--- src/core/cbc_pkg.sv ---
// Shared constants and types of the bus control and address generation block.
package cbc_pkg;

   // ****************************************
   // Address map and vectors
   // ****************************************
   localparam logic [15:0] PORT_DIR_ADDR = 16'h0000;
   localparam logic [15:0] PORT_OUT_ADDR = 16'h0001;
   localparam logic [15:0] VEC_RESET_LO = 16'hFFFC;
   localparam logic [15:0] VEC_IRQ_LO = 16'hFFFE;
   localparam logic [7:0] STACK_PAGE = 8'h01;
   localparam logic [7:0] ZERO_PAGE = 8'h00;

   // ****************************************
   // Reset values and field positions
   // ****************************************
   localparam logic [7:0] PORT_DIR_RESET = 8'h00;
   localparam logic [7:0] PORT_OUT_RESET = 8'h00;
   localparam logic [7:0] SP_RESET = 8'hFF;
   localparam logic [7:0] STATUS_RESET = 8'h00;
   localparam int MASK_BIT = 2;

   // ****************************************
   // Timing counts
   // ****************************************
   localparam logic [2:0] INIT_CYCLES = 3'h6;
   localparam int RESET_MIN_CYCLES = 2;

   // ****************************************
   // Types
   // ****************************************
   typedef enum logic [3:0] {
      MD_ACC, MD_IMPL, MD_IMM, MD_ABS, MD_ZP, MD_ZP_IDX, MD_ABS_IDX, MD_REL, MD_IDX_IND
   } cbc_mode_t;

   typedef enum logic [1:0] {
      MK_NONE, MK_SET, MK_CLEAR
   } cbc_mask_op_t;

   typedef struct packed {
      cbc_mode_t mode;
      logic use_y;
      logic write;
      logic taken;
      cbc_mask_op_t mask_op;
      logic [1:0] len;
      logic [7:0] b2;
      logic [7:0] b3;
      logic [7:0] wdata;
   } cbc_op_t;

   typedef struct packed {
      logic [15:0] addr;
      logic rw;
      logic [7:0] wdata;
   } cbc_bus_t;

endpackage

--- src/core/cbc_core.sv ---
// Bus sequencer, reset and interrupt entry, peripheral port and address modes.
`timescale 1ns/100ps
module cbc_core
   import cbc_pkg::*;
(
   // Clock and reset
   input wire logic core_clk,
   input wire logic resetn,
   // Bus pins
   output logic [15:0] address_lines,
   output logic [15:0] address_oe,
   input wire logic address_bus_enable,
   input wire logic [7:0] data_lines_in,
   output logic [7:0] data_lines_out,
   output logic data_lines_oe,
   output logic read_not_write,
   input wire logic irq_n,
   // Peripheral port pins
   input wire logic [7:0] peripheral_port_pins_in,
   output logic [7:0] peripheral_port_pins_out,
   output logic [7:0] peripheral_port_pins_oe,
   // Operation port from the instruction sequencer
   input wire logic op_valid,
   output logic op_ready,
   input wire cbc_op_t op_in,
   input wire logic [7:0] index_x,
   input wire logic [7:0] index_y,
   input wire logic [7:0] status_flags,
   output logic op_done,
   output logic [7:0] op_rdata,
   output logic [15:0] pc,
   output logic mask_flag
);

   // ****************************************
   // Declarations
   // ****************************************
   typedef enum logic [3:0] {
      S_INIT, S_VEC_LO, S_VEC_HI, S_IDLE, S_PTR_LO, S_PTR_HI, S_ACCESS,
      S_PUSH_HI, S_PUSH_LO, S_PUSH_P
   } cbc_state_t;

   cbc_state_t state_r, state_nxt;
   cbc_bus_t bus_r, bus_nxt;
   cbc_op_t op_r, cur_op;
   logic [2:0] init_cnt_r;
   logic [7:0] sp_r, zp_r, ptr_lo_r, dir_r, out_r, status_r, rdata_r;
   logic [15:0] pc_r, pc_fin;
   logic vec_irq_r, done_r;
   logic [2:0] irq_sync_r;
   logic irq_lvl_r;
   logic [7:0] pin_s1_r, pin_s2_r, pin_s3_r, pin_r;
   logic irq_take, accept, finish, port_rd_hit;
   logic [7:0] rd_val;

   function automatic logic needs_bus(input cbc_mode_t m);
      needs_bus = (m == MD_ABS) || (m == MD_ZP) || (m == MD_ZP_IDX) ||
                  (m == MD_ABS_IDX) || (m == MD_IDX_IND);
   endfunction

   function automatic logic [15:0] direct_ea(input cbc_op_t o, input logic [7:0] idx);
      unique case (o.mode)
         MD_ZP: direct_ea = {ZERO_PAGE, o.b2};
         MD_ZP_IDX: direct_ea = {ZERO_PAGE, 8'(o.b2 + idx)};
         MD_ABS_IDX: direct_ea = 16'({o.b3, o.b2} + {8'h00, idx});
         default: direct_ea = {o.b3, o.b2};
      endcase
   endfunction

   // ****************************************
   // Pin synchronisers
   // ****************************************
   // A change counts only once the second and third stages agree.
   always_ff @(posedge core_clk or negedge resetn) begin
      if (!resetn) begin
         irq_sync_r <= 3'h7;
         irq_lvl_r <= 1'b0;
      end else begin
         irq_sync_r <= {irq_sync_r[1:0], irq_n};
         if (irq_sync_r[1] == irq_sync_r[2]) begin
            irq_lvl_r <= ~irq_sync_r[2];
         end
      end
   end

   always_ff @(posedge core_clk or negedge resetn) begin
      if (!resetn) begin
         pin_s1_r <= 8'h00;
         pin_s2_r <= 8'h00;
         pin_s3_r <= 8'h00;
         pin_r <= 8'h00;
      end else begin
         pin_s1_r <= peripheral_port_pins_in;
         pin_s2_r <= pin_s1_r;
         pin_s3_r <= pin_s2_r;
         pin_r <= (pin_s2_r & pin_s3_r) | (pin_r & (pin_s2_r ^ pin_s3_r));
      end
   end

   // ****************************************
   // Sequencer
   // ****************************************
   assign cur_op = (state_r == S_IDLE) ? op_in : op_r;
   assign irq_take = (state_r == S_IDLE) && irq_lvl_r && !status_r[MASK_BIT];
   assign op_ready = (state_r == S_IDLE) && !irq_take;
   assign accept = op_valid && op_ready;
   // Accumulator, implied, immediate and branch operations finish with no bus cycle.
   assign finish = (accept && !needs_bus(op_in.mode)) || (state_r == S_ACCESS);
   // The counter first steps past the instruction, then a taken branch adds the offset.
   assign pc_fin = 16'(pc_r + {14'h0000, cur_op.len} +
                 ((cur_op.mode == MD_REL && cur_op.taken) ?
                  {{8{cur_op.b2[7]}}, cur_op.b2} : 16'h0000));

   always_comb begin
      state_nxt = state_r;
      bus_nxt = '{addr: pc_r, rw: 1'b1, wdata: 8'h00};
      unique case (state_r)
         S_INIT: begin
            if (init_cnt_r == INIT_CYCLES - 3'h1) begin
               state_nxt = S_VEC_LO;
               bus_nxt.addr = VEC_RESET_LO;
            end
         end
         S_VEC_LO: begin
            state_nxt = S_VEC_HI;
            bus_nxt.addr = bus_r.addr + 16'h0001;
         end
         S_VEC_HI: state_nxt = S_IDLE;
         S_IDLE: begin
            if (irq_take) begin
               state_nxt = S_PUSH_HI;
               bus_nxt = '{addr: {STACK_PAGE, sp_r}, rw: 1'b0, wdata: pc_r[15:8]};
            end else if (accept && op_in.mode == MD_IDX_IND) begin
               state_nxt = S_PTR_LO;
               bus_nxt.addr = {ZERO_PAGE, 8'(op_in.b2 + index_x)};
            end else if (accept && needs_bus(op_in.mode)) begin
               state_nxt = S_ACCESS;
               bus_nxt = '{addr: direct_ea(op_in, op_in.use_y ? index_y : index_x),
                           rw: !op_in.write, wdata: op_in.wdata};
            end
         end
         S_PTR_LO: begin
            state_nxt = S_PTR_HI;
            bus_nxt.addr = {ZERO_PAGE, 8'(zp_r + 8'h01)};
         end
         S_PTR_HI: begin
            state_nxt = S_ACCESS;
            bus_nxt = '{addr: {data_lines_in, ptr_lo_r}, rw: !op_r.write, wdata: op_r.wdata};
         end
         S_ACCESS: state_nxt = S_IDLE;
         S_PUSH_HI: begin
            state_nxt = S_PUSH_LO;
            bus_nxt = '{addr: {STACK_PAGE, sp_r}, rw: 1'b0, wdata: pc_r[7:0]};
         end
         S_PUSH_LO: begin
            state_nxt = S_PUSH_P;
            bus_nxt = '{addr: {STACK_PAGE, sp_r}, rw: 1'b0, wdata: status_flags};
            bus_nxt.wdata[MASK_BIT] = status_r[MASK_BIT];
         end
         S_PUSH_P: begin
            state_nxt = S_VEC_LO;
            bus_nxt.addr = VEC_IRQ_LO;
         end
      endcase
   end

   // Reset forces a read cycle, so nothing can be written while it is held.
   always_ff @(posedge core_clk or negedge resetn) begin
      if (!resetn) begin
         state_r <= S_INIT;
         bus_r <= '{addr: 16'h0000, rw: 1'b1, wdata: 8'h00};
      end else begin
         state_r <= state_nxt;
         bus_r <= bus_nxt;
      end
   end

   always_ff @(posedge core_clk or negedge resetn) begin
      if (!resetn) begin
         init_cnt_r <= 3'h0;
      end else if (state_r == S_INIT) begin
         init_cnt_r <= init_cnt_r + 3'h1;
      end
   end

   always_ff @(posedge core_clk or negedge resetn) begin
      if (!resetn) begin
         op_r <= '0;
         zp_r <= 8'h00;
         ptr_lo_r <= 8'h00;
      end else begin
         if (accept) begin
            op_r <= op_in;
            zp_r <= 8'(op_in.b2 + index_x);
         end
         if (state_r == S_PTR_LO) begin
            ptr_lo_r <= data_lines_in;
         end
      end
   end

   always_ff @(posedge core_clk or negedge resetn) begin
      if (!resetn) begin
         sp_r <= SP_RESET;
         vec_irq_r <= 1'b0;
      end else begin
         if (state_nxt == S_PUSH_HI || state_nxt == S_PUSH_LO || state_nxt == S_PUSH_P) begin
            sp_r <= sp_r - 8'h01;
         end
         if (irq_take) begin
            vec_irq_r <= 1'b1;
         end
      end
   end

   // ****************************************
   // Program counter and mask flag
   // ****************************************
   always_ff @(posedge core_clk or negedge resetn) begin
      if (!resetn) begin
         pc_r <= 16'h0000;
      end else if (state_r == S_VEC_LO) begin
         pc_r[7:0] <= data_lines_in;
      end else if (state_r == S_VEC_HI) begin
         pc_r[15:8] <= data_lines_in;
      end else if (finish) begin
         pc_r <= pc_fin;
      end
   end

   // Hardware sets win over a clear issued by the operation in the same cycle.
   always_ff @(posedge core_clk or negedge resetn) begin
      if (!resetn) begin
         status_r <= STATUS_RESET;
      end else if (state_nxt == S_VEC_LO) begin
         status_r[MASK_BIT] <= 1'b1;
      end else if (finish && cur_op.mask_op == MK_SET) begin
         status_r[MASK_BIT] <= 1'b1;
      end else if (finish && cur_op.mask_op == MK_CLEAR) begin
         status_r[MASK_BIT] <= 1'b0;
      end
   end

   // ****************************************
   // Peripheral port and operation result
   // ****************************************
   // The internal registers answer reads at their addresses; the external cycle still runs.
   assign port_rd_hit = (bus_r.addr == PORT_DIR_ADDR) || (bus_r.addr == PORT_OUT_ADDR);
   assign rd_val = (bus_r.addr == PORT_DIR_ADDR) ? dir_r :
                   (bus_r.addr == PORT_OUT_ADDR) ? ((out_r & dir_r) | (pin_r & ~dir_r)) :
                   data_lines_in;

   always_ff @(posedge core_clk or negedge resetn) begin
      if (!resetn) begin
         dir_r <= PORT_DIR_RESET;
         out_r <= PORT_OUT_RESET;
      end else if (state_r == S_ACCESS && !bus_r.rw) begin
         if (bus_r.addr == PORT_DIR_ADDR) begin
            dir_r <= bus_r.wdata;
         end
         if (bus_r.addr == PORT_OUT_ADDR) begin
            out_r <= bus_r.wdata;
         end
      end
   end

   always_ff @(posedge core_clk or negedge resetn) begin
      if (!resetn) begin
         done_r <= 1'b0;
         rdata_r <= 8'h00;
      end else begin
         done_r <= finish;
         if (accept && op_in.mode == MD_IMM) begin
            rdata_r <= op_in.b2;
         end else if (state_r == S_ACCESS && bus_r.rw) begin
            rdata_r <= port_rd_hit ? rd_val : data_lines_in;
         end
      end
   end

   // ****************************************
   // Pin drivers
   // ****************************************
   assign address_lines = bus_r.addr;
   assign address_oe = {16{address_bus_enable}};
   assign read_not_write = bus_r.rw;
   assign data_lines_out = bus_r.wdata;
   assign data_lines_oe = !bus_r.rw;
   assign peripheral_port_pins_out = out_r;
   assign peripheral_port_pins_oe = dir_r;
   assign op_done = done_r;
   assign op_rdata = rdata_r;
   assign pc = pc_r;
   assign mask_flag = status_r[MASK_BIT];
endmodule

--- config.mk ---
export PLATFORM = sky130hd
export DESIGN_NAME = cbc_core
export DESIGN_NICKNAME = d
export VERILOG_FILES = /design/src/core/cbc_pkg.sv /design/src/core/cbc_core.sv
export SDC_FILE = /design/constraint.sdc
export NUM_CORES = 1
export LEC_CHECK = 0
export ABC_AREA = 1
export BUFFER_PORTS_ARGS = -buffer_cell sky130_fd_sc_hd__buf_2
export CAP_MARGIN = 20
export CORE_MARGIN = 1.5
export CORE_UTILIZATION = 45
export CTS_BUF_LIST = sky130_fd_sc_hd__clkbuf_4
export DETAILED_ROUTE_END_ITERATION = 7
export PLACE_DENSITY_LB_ADDON = 0.25
export SETUP_SLACK_MARGIN = 0.4
export SLEW_MARGIN = 20
export SYNTH_ARGS = -nofsm -noshare
export SYNTH_HDL_FRONTEND = slang
export SYNTH_SLANG_ARGS = --single-unit
--- constraint.sdc ---
create_clock -name core_clk -period 5.1 [get_ports core_clk]
set_input_delay 0.255 -clock core_clk [delete_from_list [all_inputs] [get_ports core_clk]]
set_output_delay 0.255 -clock core_clk [all_outputs]
set_load 0.05 [all_outputs]
==> flow_summary_export.csv, run 1 <==
group,metric,value,unit
sta,setup-violations-final,0,
worst_hold_path,min-delay-path-class,"in -> reg",
floorplan,core_area,0.0234,sq mm
synthesis,syn_inst,1451,
sta,period_share,77.1,%
run,max_cap_violations,0,
synthesis,syn_area,0.0107,sq mm
clock_network,cts_root_buffer,"clkbuf_4",
grt,grt_pass1_wl,54.7,mm
synthesis,syn-num-nets,1593,
detailed_routing,first_pass_iters,7,
layout,drive_gt1_share,15.4,%
synthesis,avgSynthCellArea,7.38,sq um
detailed_routing,wl,35.2,mm
outcome,status,"completed",
worst_setup_path,cp.arrival,4.47,ns
grt,antenna_found_initial,2,
synthesis,seq_area_frac_synth,37.6,%
worst_setup_path,path_max_fanout,11,
worst_setup_path,required,5.64,ns
clock_network,cts_setup_buffers,0,
synthesis,async_flop_share,100,%
layout,areaGrowthSynthToFinish,14.8,%
detailed_routing,avgRoutedWirePerCell,18.1,microns
detailed_routing,avgViaCountPerCell,5.48,
synthesis,synth.area.top_cells,"dfrtp_1, nand2_1, ha_1",
floorplan,start_util,45.7,%
placement,port_buffers,146,
placement,gp_congestion,0.927,
detailed_routing,drt_iter0_drc,937,
sta,slew_headroom,32.1,%
sta,setup_ws,1.17,ns
sta,skew,0.0255,ns
clock_network,post_cts_resized,0,
pwr,ir_drop,0.299,mV
clock_network,numCtsBuffers,17,
grt,overflow,0,
clock_network,cts.clk_slew.worst_paths,0.17,ns
synthesis,synth_cell_types,51,
synthesis,synth_edf_count,0,
floorplan,rows,56,
placement,dp_hpwl,27.3,mm
sta,tns,0,ns
detailed_routing,remaining_drc_errors,0,
synthesis,ys_seq_elements,160,
placement,place_ws,1.28,ns
worst_setup_path,cp-start-kind,"flip-flop",
clock_network,cts_sinks,160,
pwr,power_density,554,mW/mm^2
detailed_routing,ant_nets,0,
floorplan,die_h,157,microns
layout,final.fill_count,2347,
grt,grt_usage,29.2,%
worst_setup_path,crit_path_end_kind,"flip-flop",
sta,hold_viol_final,0,
clock_network,ctsLongestPathBuffers,2,
layout,mostFrequentLayoutCell,"nand2_1",
pwr,p_leak,6.35,nW
clock_network,cts_tree,"yes",
clock_network,h-tree-depth,4,
clock_network,clk_latency,0.62,ns
worst_setup_path,path_class,"reg -> reg",
layout,layout_common_cells,"nand2_1, inv_1, dfrtp_1",
synthesis,synth_top_area_cell,"dfrtp_1",
grt,grt_max_degree,107,
sta,worst_pin_slew,1.02,ns
sta,finalCriticalPeriod,3.93,ns
floorplan,die_w,157,microns
sta,max_freq,0.254,GHz
synthesis,synth_top_flop_cell,"dfrtp_1",
detailed_routing,vias,10700,
sta,rsz0062_at_grt,"false",
synthesis,synth_warnings,0,
synthesis,synth_top_area_share,34.6,%
sta,slew_violations,0,
floorplan,ios,165,
grt,first_global_vias,10000,
layout,nets,1754,
floorplan,dieArea,0.0247,sq mm
timing repair:
item	in CTS	in global routing
hold buffers	39	0
endpoints found under the setup margin	0	0
endpoints found under the hold margin	133	0
worst paths after layout:
path / endpoint / start / depth (start not counted) / slack, ns
worst min register to register: irq_sync_r[1] / irq_sync_r[0] / 0 / 0.37
max in group asynchronous: op_rdata[0] / resetn / 3 / 3.51
worst max register to register: pc[9] / state_r[3] / 17 / 1.17
worst max-delay path: pc[9] / state_r[3] / 17 / 1.17
worst min-delay path: op_r[21] / op_in[21] / 3 / 0.02
min in group asynchronous: pin_r[5] / resetn / 2 / 0.28
synthesized netlist by cell type, drive strengths merged, types with 2 or more instances:
| cell type | count |
|---|---|
| o31ai | 2 |
| inv | 189 |
| o22ai | 10 |
| fa | 5 |
| o21ai | 142 |
| or2 | 3 |
| xnor2 | 7 |
| nand3b | 2 |
| buf | 30 |
| nor4 | 4 |
| o21bai | 5 |
| xor2 | 15 |
| a211oi | 5 |
| mux2 | 11 |
| o221ai | 8 |
| dfrtp | 148 |
| a21oi | 78 |
| dfstp | 12 |
| nand2 | 387 |
| nand4 | 23 |
| a31oi | 6 |
| a21o | 10 |
| nand3 | 109 |
| ha | 57 |
| nor3 | 25 |
| nor2 | 110 |
| o211ai | 21 |
| clkbuf | 18 |
per-layer routing:
| layer | vias up | wire length [microns] | GRT usage (%) |
|---|---|---|---|
| li1 | 5137 | - | - |
| met1 | 5002 | 15500 | 40.2 |
| met2 | 441 | 15700 | 45.4 |
| met3 | 90 | 2680 | 5.20 |
| met4 | 0 | 1290 | 12.1 |
| met5 | - | 0 | 0 |
power breakdown:
| part | total (mW) | internal, mW | switching (mW) |
|---|---|---|---|
| Sequential | 2.12 | 1.71 | 0.420 |
| Clock | 0.796 | 0.228 | 0.568 |
| Combinational | 3.88 | 1.09 | 2.79 |
flip-flops by register name, summed over array words and instances (netlist names), 3 cells and up:
register,cells
op_rdata,8
sp_r,8
pin_s3_r,8
irq_sync_r,3
state_r,4
init_cnt_r,3
data_lines_out,8
pin_s2_r,8
op_r,26
peripheral_port_pins_oe,8
ptr_lo_r,8
pc,16
peripheral_port_pins_out,8
address_lines,16
pin_r,8
zp_r,8
pin_s1_r,8
worst max-delay path: stages (launching register included):
cell and delay [ns]:
dfrtp_1 0.44, inv_1 0.18, nand2_2 0.13, nor2_4 0.32, nand4_1 0.14, nand2_1 0.22
nand2_1 0.11, fa_1 0.45, inv_1 0.07, ha_1 0.22, inv_1 0.07, fa_1 0.43
o31ai_1 0.45, a21oi_1 0.14, or2_2 0.29, nand3_1 0.07, nand2_1 0.06, o21ai_0 0.06
per-stage QoR:
stage               area (sq um)  std cells  hold WS (ns)  power (mW)  utilization, %
floorplan                  10700       1451       -0.0406        4.87               -
finish                     12300       1946        0.0217        6.80            52.5
CTS                        12300       1944       0.00212        6.75            52.5
detailed placement         11600       1873         0.336        5.93            49.5
global placement           11600       1873         0.332        5.87            49.5
global route               12300       1946       0.00525        7.30            52.5
layout make-up:
| class | instances | area, sq um | share of cell area [%] |
|---|---|---|---|
| sequential | 160 | 4020 | 32.7 |
| antenna | 2 | 5.00 | 0.0407 |
| inverter | 190 | 716 | 5.83 |
| clock inverter | 15 | 166 | 1.35 |
| tap | 319 | 399 | 3.25 |
| clock buffer | 17 | 128 | 1.04 |
| multi-input combinational | 1053 | 5690 | 46.3 |
| timing repair buffer | 190 | 1160 | 9.48 |
logic make-up after synthesis:
family	count (synthesis)	share of synthesized area [%]
and+or+nand+nor	666	27.2
AOI/OAI and AO/OA	291	15.3
buffers and inverters	238	9.32
DFF	160	37.6
adders and majority gates	62	7.60
xor gates and xnor gates	22	1.80
muxes	12	1.25
Power figures use the tool's default switching activity.
==> run 2: changes to the inputs <==
==> constraint.sdc (replaced) <==
create_clock -name core_clk -period 3.2 [get_ports core_clk]
set_input_delay 0.16 -clock core_clk [delete_from_list [all_inputs] [get_ports core_clk]]
set_output_delay 0.16 -clock core_clk [all_outputs]
set_load 0.05 [all_outputs]
==> flow_summary_export.csv, run 2 (same netlist as run 1, synthesis figures left out) <==
group,metric,value,unit
outcome,status,"completed",
sta,worst_pin_slew,0.860,ns
worst_setup_path,critPathTopFamily,"simple AND/OR/NAND/NOR gates",
clock_network,cts_root_buffer,"clkbuf_4",
clock_network,cts_tree,"yes",
worst_setup_path,crit_path_cell_trace,"nor2_4 > nand2_4 > buf_4 > buf_4 > a211oi_1 > ha_1 > ha_4 > inv_1 > nor3_2 > a21oi_2 > buf_4 > nor2_1 > nor2_1 > nand2_1 > o21ai_0 > nand2_1 > o21ai_1",
pwr,ir_drop,0.537,mV
detailed_routing,remaining_drc_errors,0,
sta,max_freq,0.336,GHz
worst_setup_path,required,3.67,ns
layout,areaGrowthSynthToFinish,21.9,%
placement,place_ws,0.0874,ns
pwr,p_leak,6.54,nW
worst_setup_path,path_max_fanout,8,
layout,fin_util,55.7,%
layout,top_register,"op_r",
clock_network,h-tree-depth,4,
detailed_routing,wl,36.7,mm
pwr,power,11.6,mW
placement,placedInstanceArea,0.0118,sq mm
floorplan,dieArea,0.0247,sq mm
sta,slew_violations,0,
grt,grt_max_degree,85,
pwr,intPower,5.22,mW
layout,stdcell_area,0.0130,sq mm
layout,final_cells,1981,
pwr,swShare,54.9,%
grt,grt_usage,29.8,%
worst_setup_path,crit_path_end_kind,"flip-flop",
worst_setup_path,cp.arrival,3.45,ns
grt,grt_pass1_wl,55.6,mm
worst_setup_path,critPathSlowestCell,"dfrtp_2",
worst_setup_path,path_class,"reg -> reg",
sta,skew,0.0239,ns
worst_setup_path,critPathMaxStageDelay,0.47,ns
sta,rsz0062_at_grt,"true",
layout,nets,1789,
sta,hold_viol_final,0,
sta,period_share,93.0,%
layout,layout_common_cells,"nand2_1, inv_1, dfrtp_1",
layout,final.fill_count,2245,
pwr,power_frac_comb,59.8,%
grt,first_global_vias,10300,
placement,gp_congestion,0.987,
floorplan,core_area,0.0234,sq mm
floorplan,die_h,157,microns
detailed_routing,drt_iter0_drc,874,
clock_network,cts.clk_slew.worst_paths,0.17,ns
clock_network,ctsLongestPathBuffers,2,
run,max_cap_violations,0,
layout,drive_gt1_share,20.5,%
floorplan,ios,165,
layout,ff_latch_area,0.00402,sq mm
worst_hold_path,min-delay-path-class,"in -> reg",
sta,holdWs,0.0668,ns
pwr,pwr-share-seq,29.2,%
worst_setup_path,critPathMostFrequentCell,"buf_4",
sta,setup_ws,0.223,ns
worst_setup_path,cp-start-kind,"flip-flop",
placement,place_inst,1885,
pwr,power_density,887,mW/mm^2
floorplan,start_util,45.7,%
detailed_routing,vias,10800,
clock_network,numCtsBuffers,17,
sta,slew_headroom,42.6,%
pwr,p_clk_share,11.0,%
layout,largest_reg_flops,26,
floorplan,rows,56,
layout,mostFrequentLayoutCell,"nand2_1",
clock_network,cts_sinks,160,
grt,antenna_found_initial,1,
pwr,p_switching,6.36,mW
clock_network,clk_latency,0.60,ns
placement,port_buffers,146,
sta,tns,0,ns
sta,finalCriticalPeriod,2.98,ns
detailed_routing,first_pass_iters,5,
grt,overflow,0,
sta,setup-violations-final,0,
detailed_routing,avgViaCountPerCell,5.46,
worst_setup_path,worstPathBufferInverterCount,4,
layout,multi_input_area,0.00613,sq mm
detailed_routing,avgRoutedWirePerCell,18.5,microns
floorplan,die_w,157,microns
placement,dp_hpwl,27.8,mm
detailed_routing,ant_nets,0,
-- run 2: area by class of cell --
type	count	area share [%]
Timing Repair Buffer	225	11.2
Clock buffer	17	0.979
Sequential cell	160	30.8
Clock inverter	15	1.26
Inverter	190	5.55
Tap cell	319	3.06
Antenna cell	2	0.0384
Multi-Input combinational cell	1053	47.0
-- run 2: metal layers --
metal | global-route usage, % | share of wire (%) | up-vias | routed length [microns]
li1 | - | - | 5180 | -
met1 | 39.4 | 42 | 5076 | 15500
met2 | 46.6 | 45 | 465 | 16700
met3 | 6.61 | 8.5 | 92 | 3110
met4 | 13.1 | 4.0 | 0 | 1450
met5 | 0 | 0 | - | 0
-- run 2: worst reg2reg max path, stage by stage (launching register included) --
cell and delay (ns):
dfrtp_2 0.47, nor2_4 0.16, nand2_4 0.10, buf_4 0.15
buf_4 0.16, a211oi_1 0.24, ha_1 0.30, ha_4 0.31
inv_1 0.08, nor3_2 0.24, a21oi_2 0.10, buf_4 0.15
nor2_1 0.10, nor2_1 0.05, nand2_1 0.05, o21ai_0 0.07
nand2_1 0.07, o21ai_1 0.07
-- run 2: path summary, 6_finish.rpt --
kind,depth (start not counted),endpoint,from,slack [ns]
worst min-delay path,4,zp_r[1],index_x[1],0.07
worst max-delay path,17,pc[7],state_r[3],0.22
worst min register to register,0,pin_s2_r[4],pin_s1_r[4],0.37
max in group asynchronous,3,irq_sync_r[2],resetn,2.13
worst max register to register,17,pc[7],state_r[3],0.22
min in group asynchronous,2,pin_s3_r[1],resetn,0.16
-- run 2: repair_timing --
| item | 4_1_cts | 5_1_grt |
|---|---|---|
| hold buffers | 49 | 0 |
| setup buffers | 8 | 5 |
| resized for setup | 38 | 37 |
| pin swaps | 17 | 15 |
| endpoints found under the setup margin | 12 | 14 |
| hold endpoints to repair | 135 | 0 |
-- run 2: power groups by stage --
stage | sequential (mW) | clock [mW] | combinational [mW]
4_1_cts | 3.34 | 1.28 | 6.59
3_5_place_dp | 3.37 | 0 | 6.26
3_3_place_gp | 3.36 | 0 | 6.16
5_1_grt | 3.44 | 1.36 | 7.54
2_1_floorplan | 4.16 | 0 | 3.67
6_report | 3.38 | 1.27 | 6.92
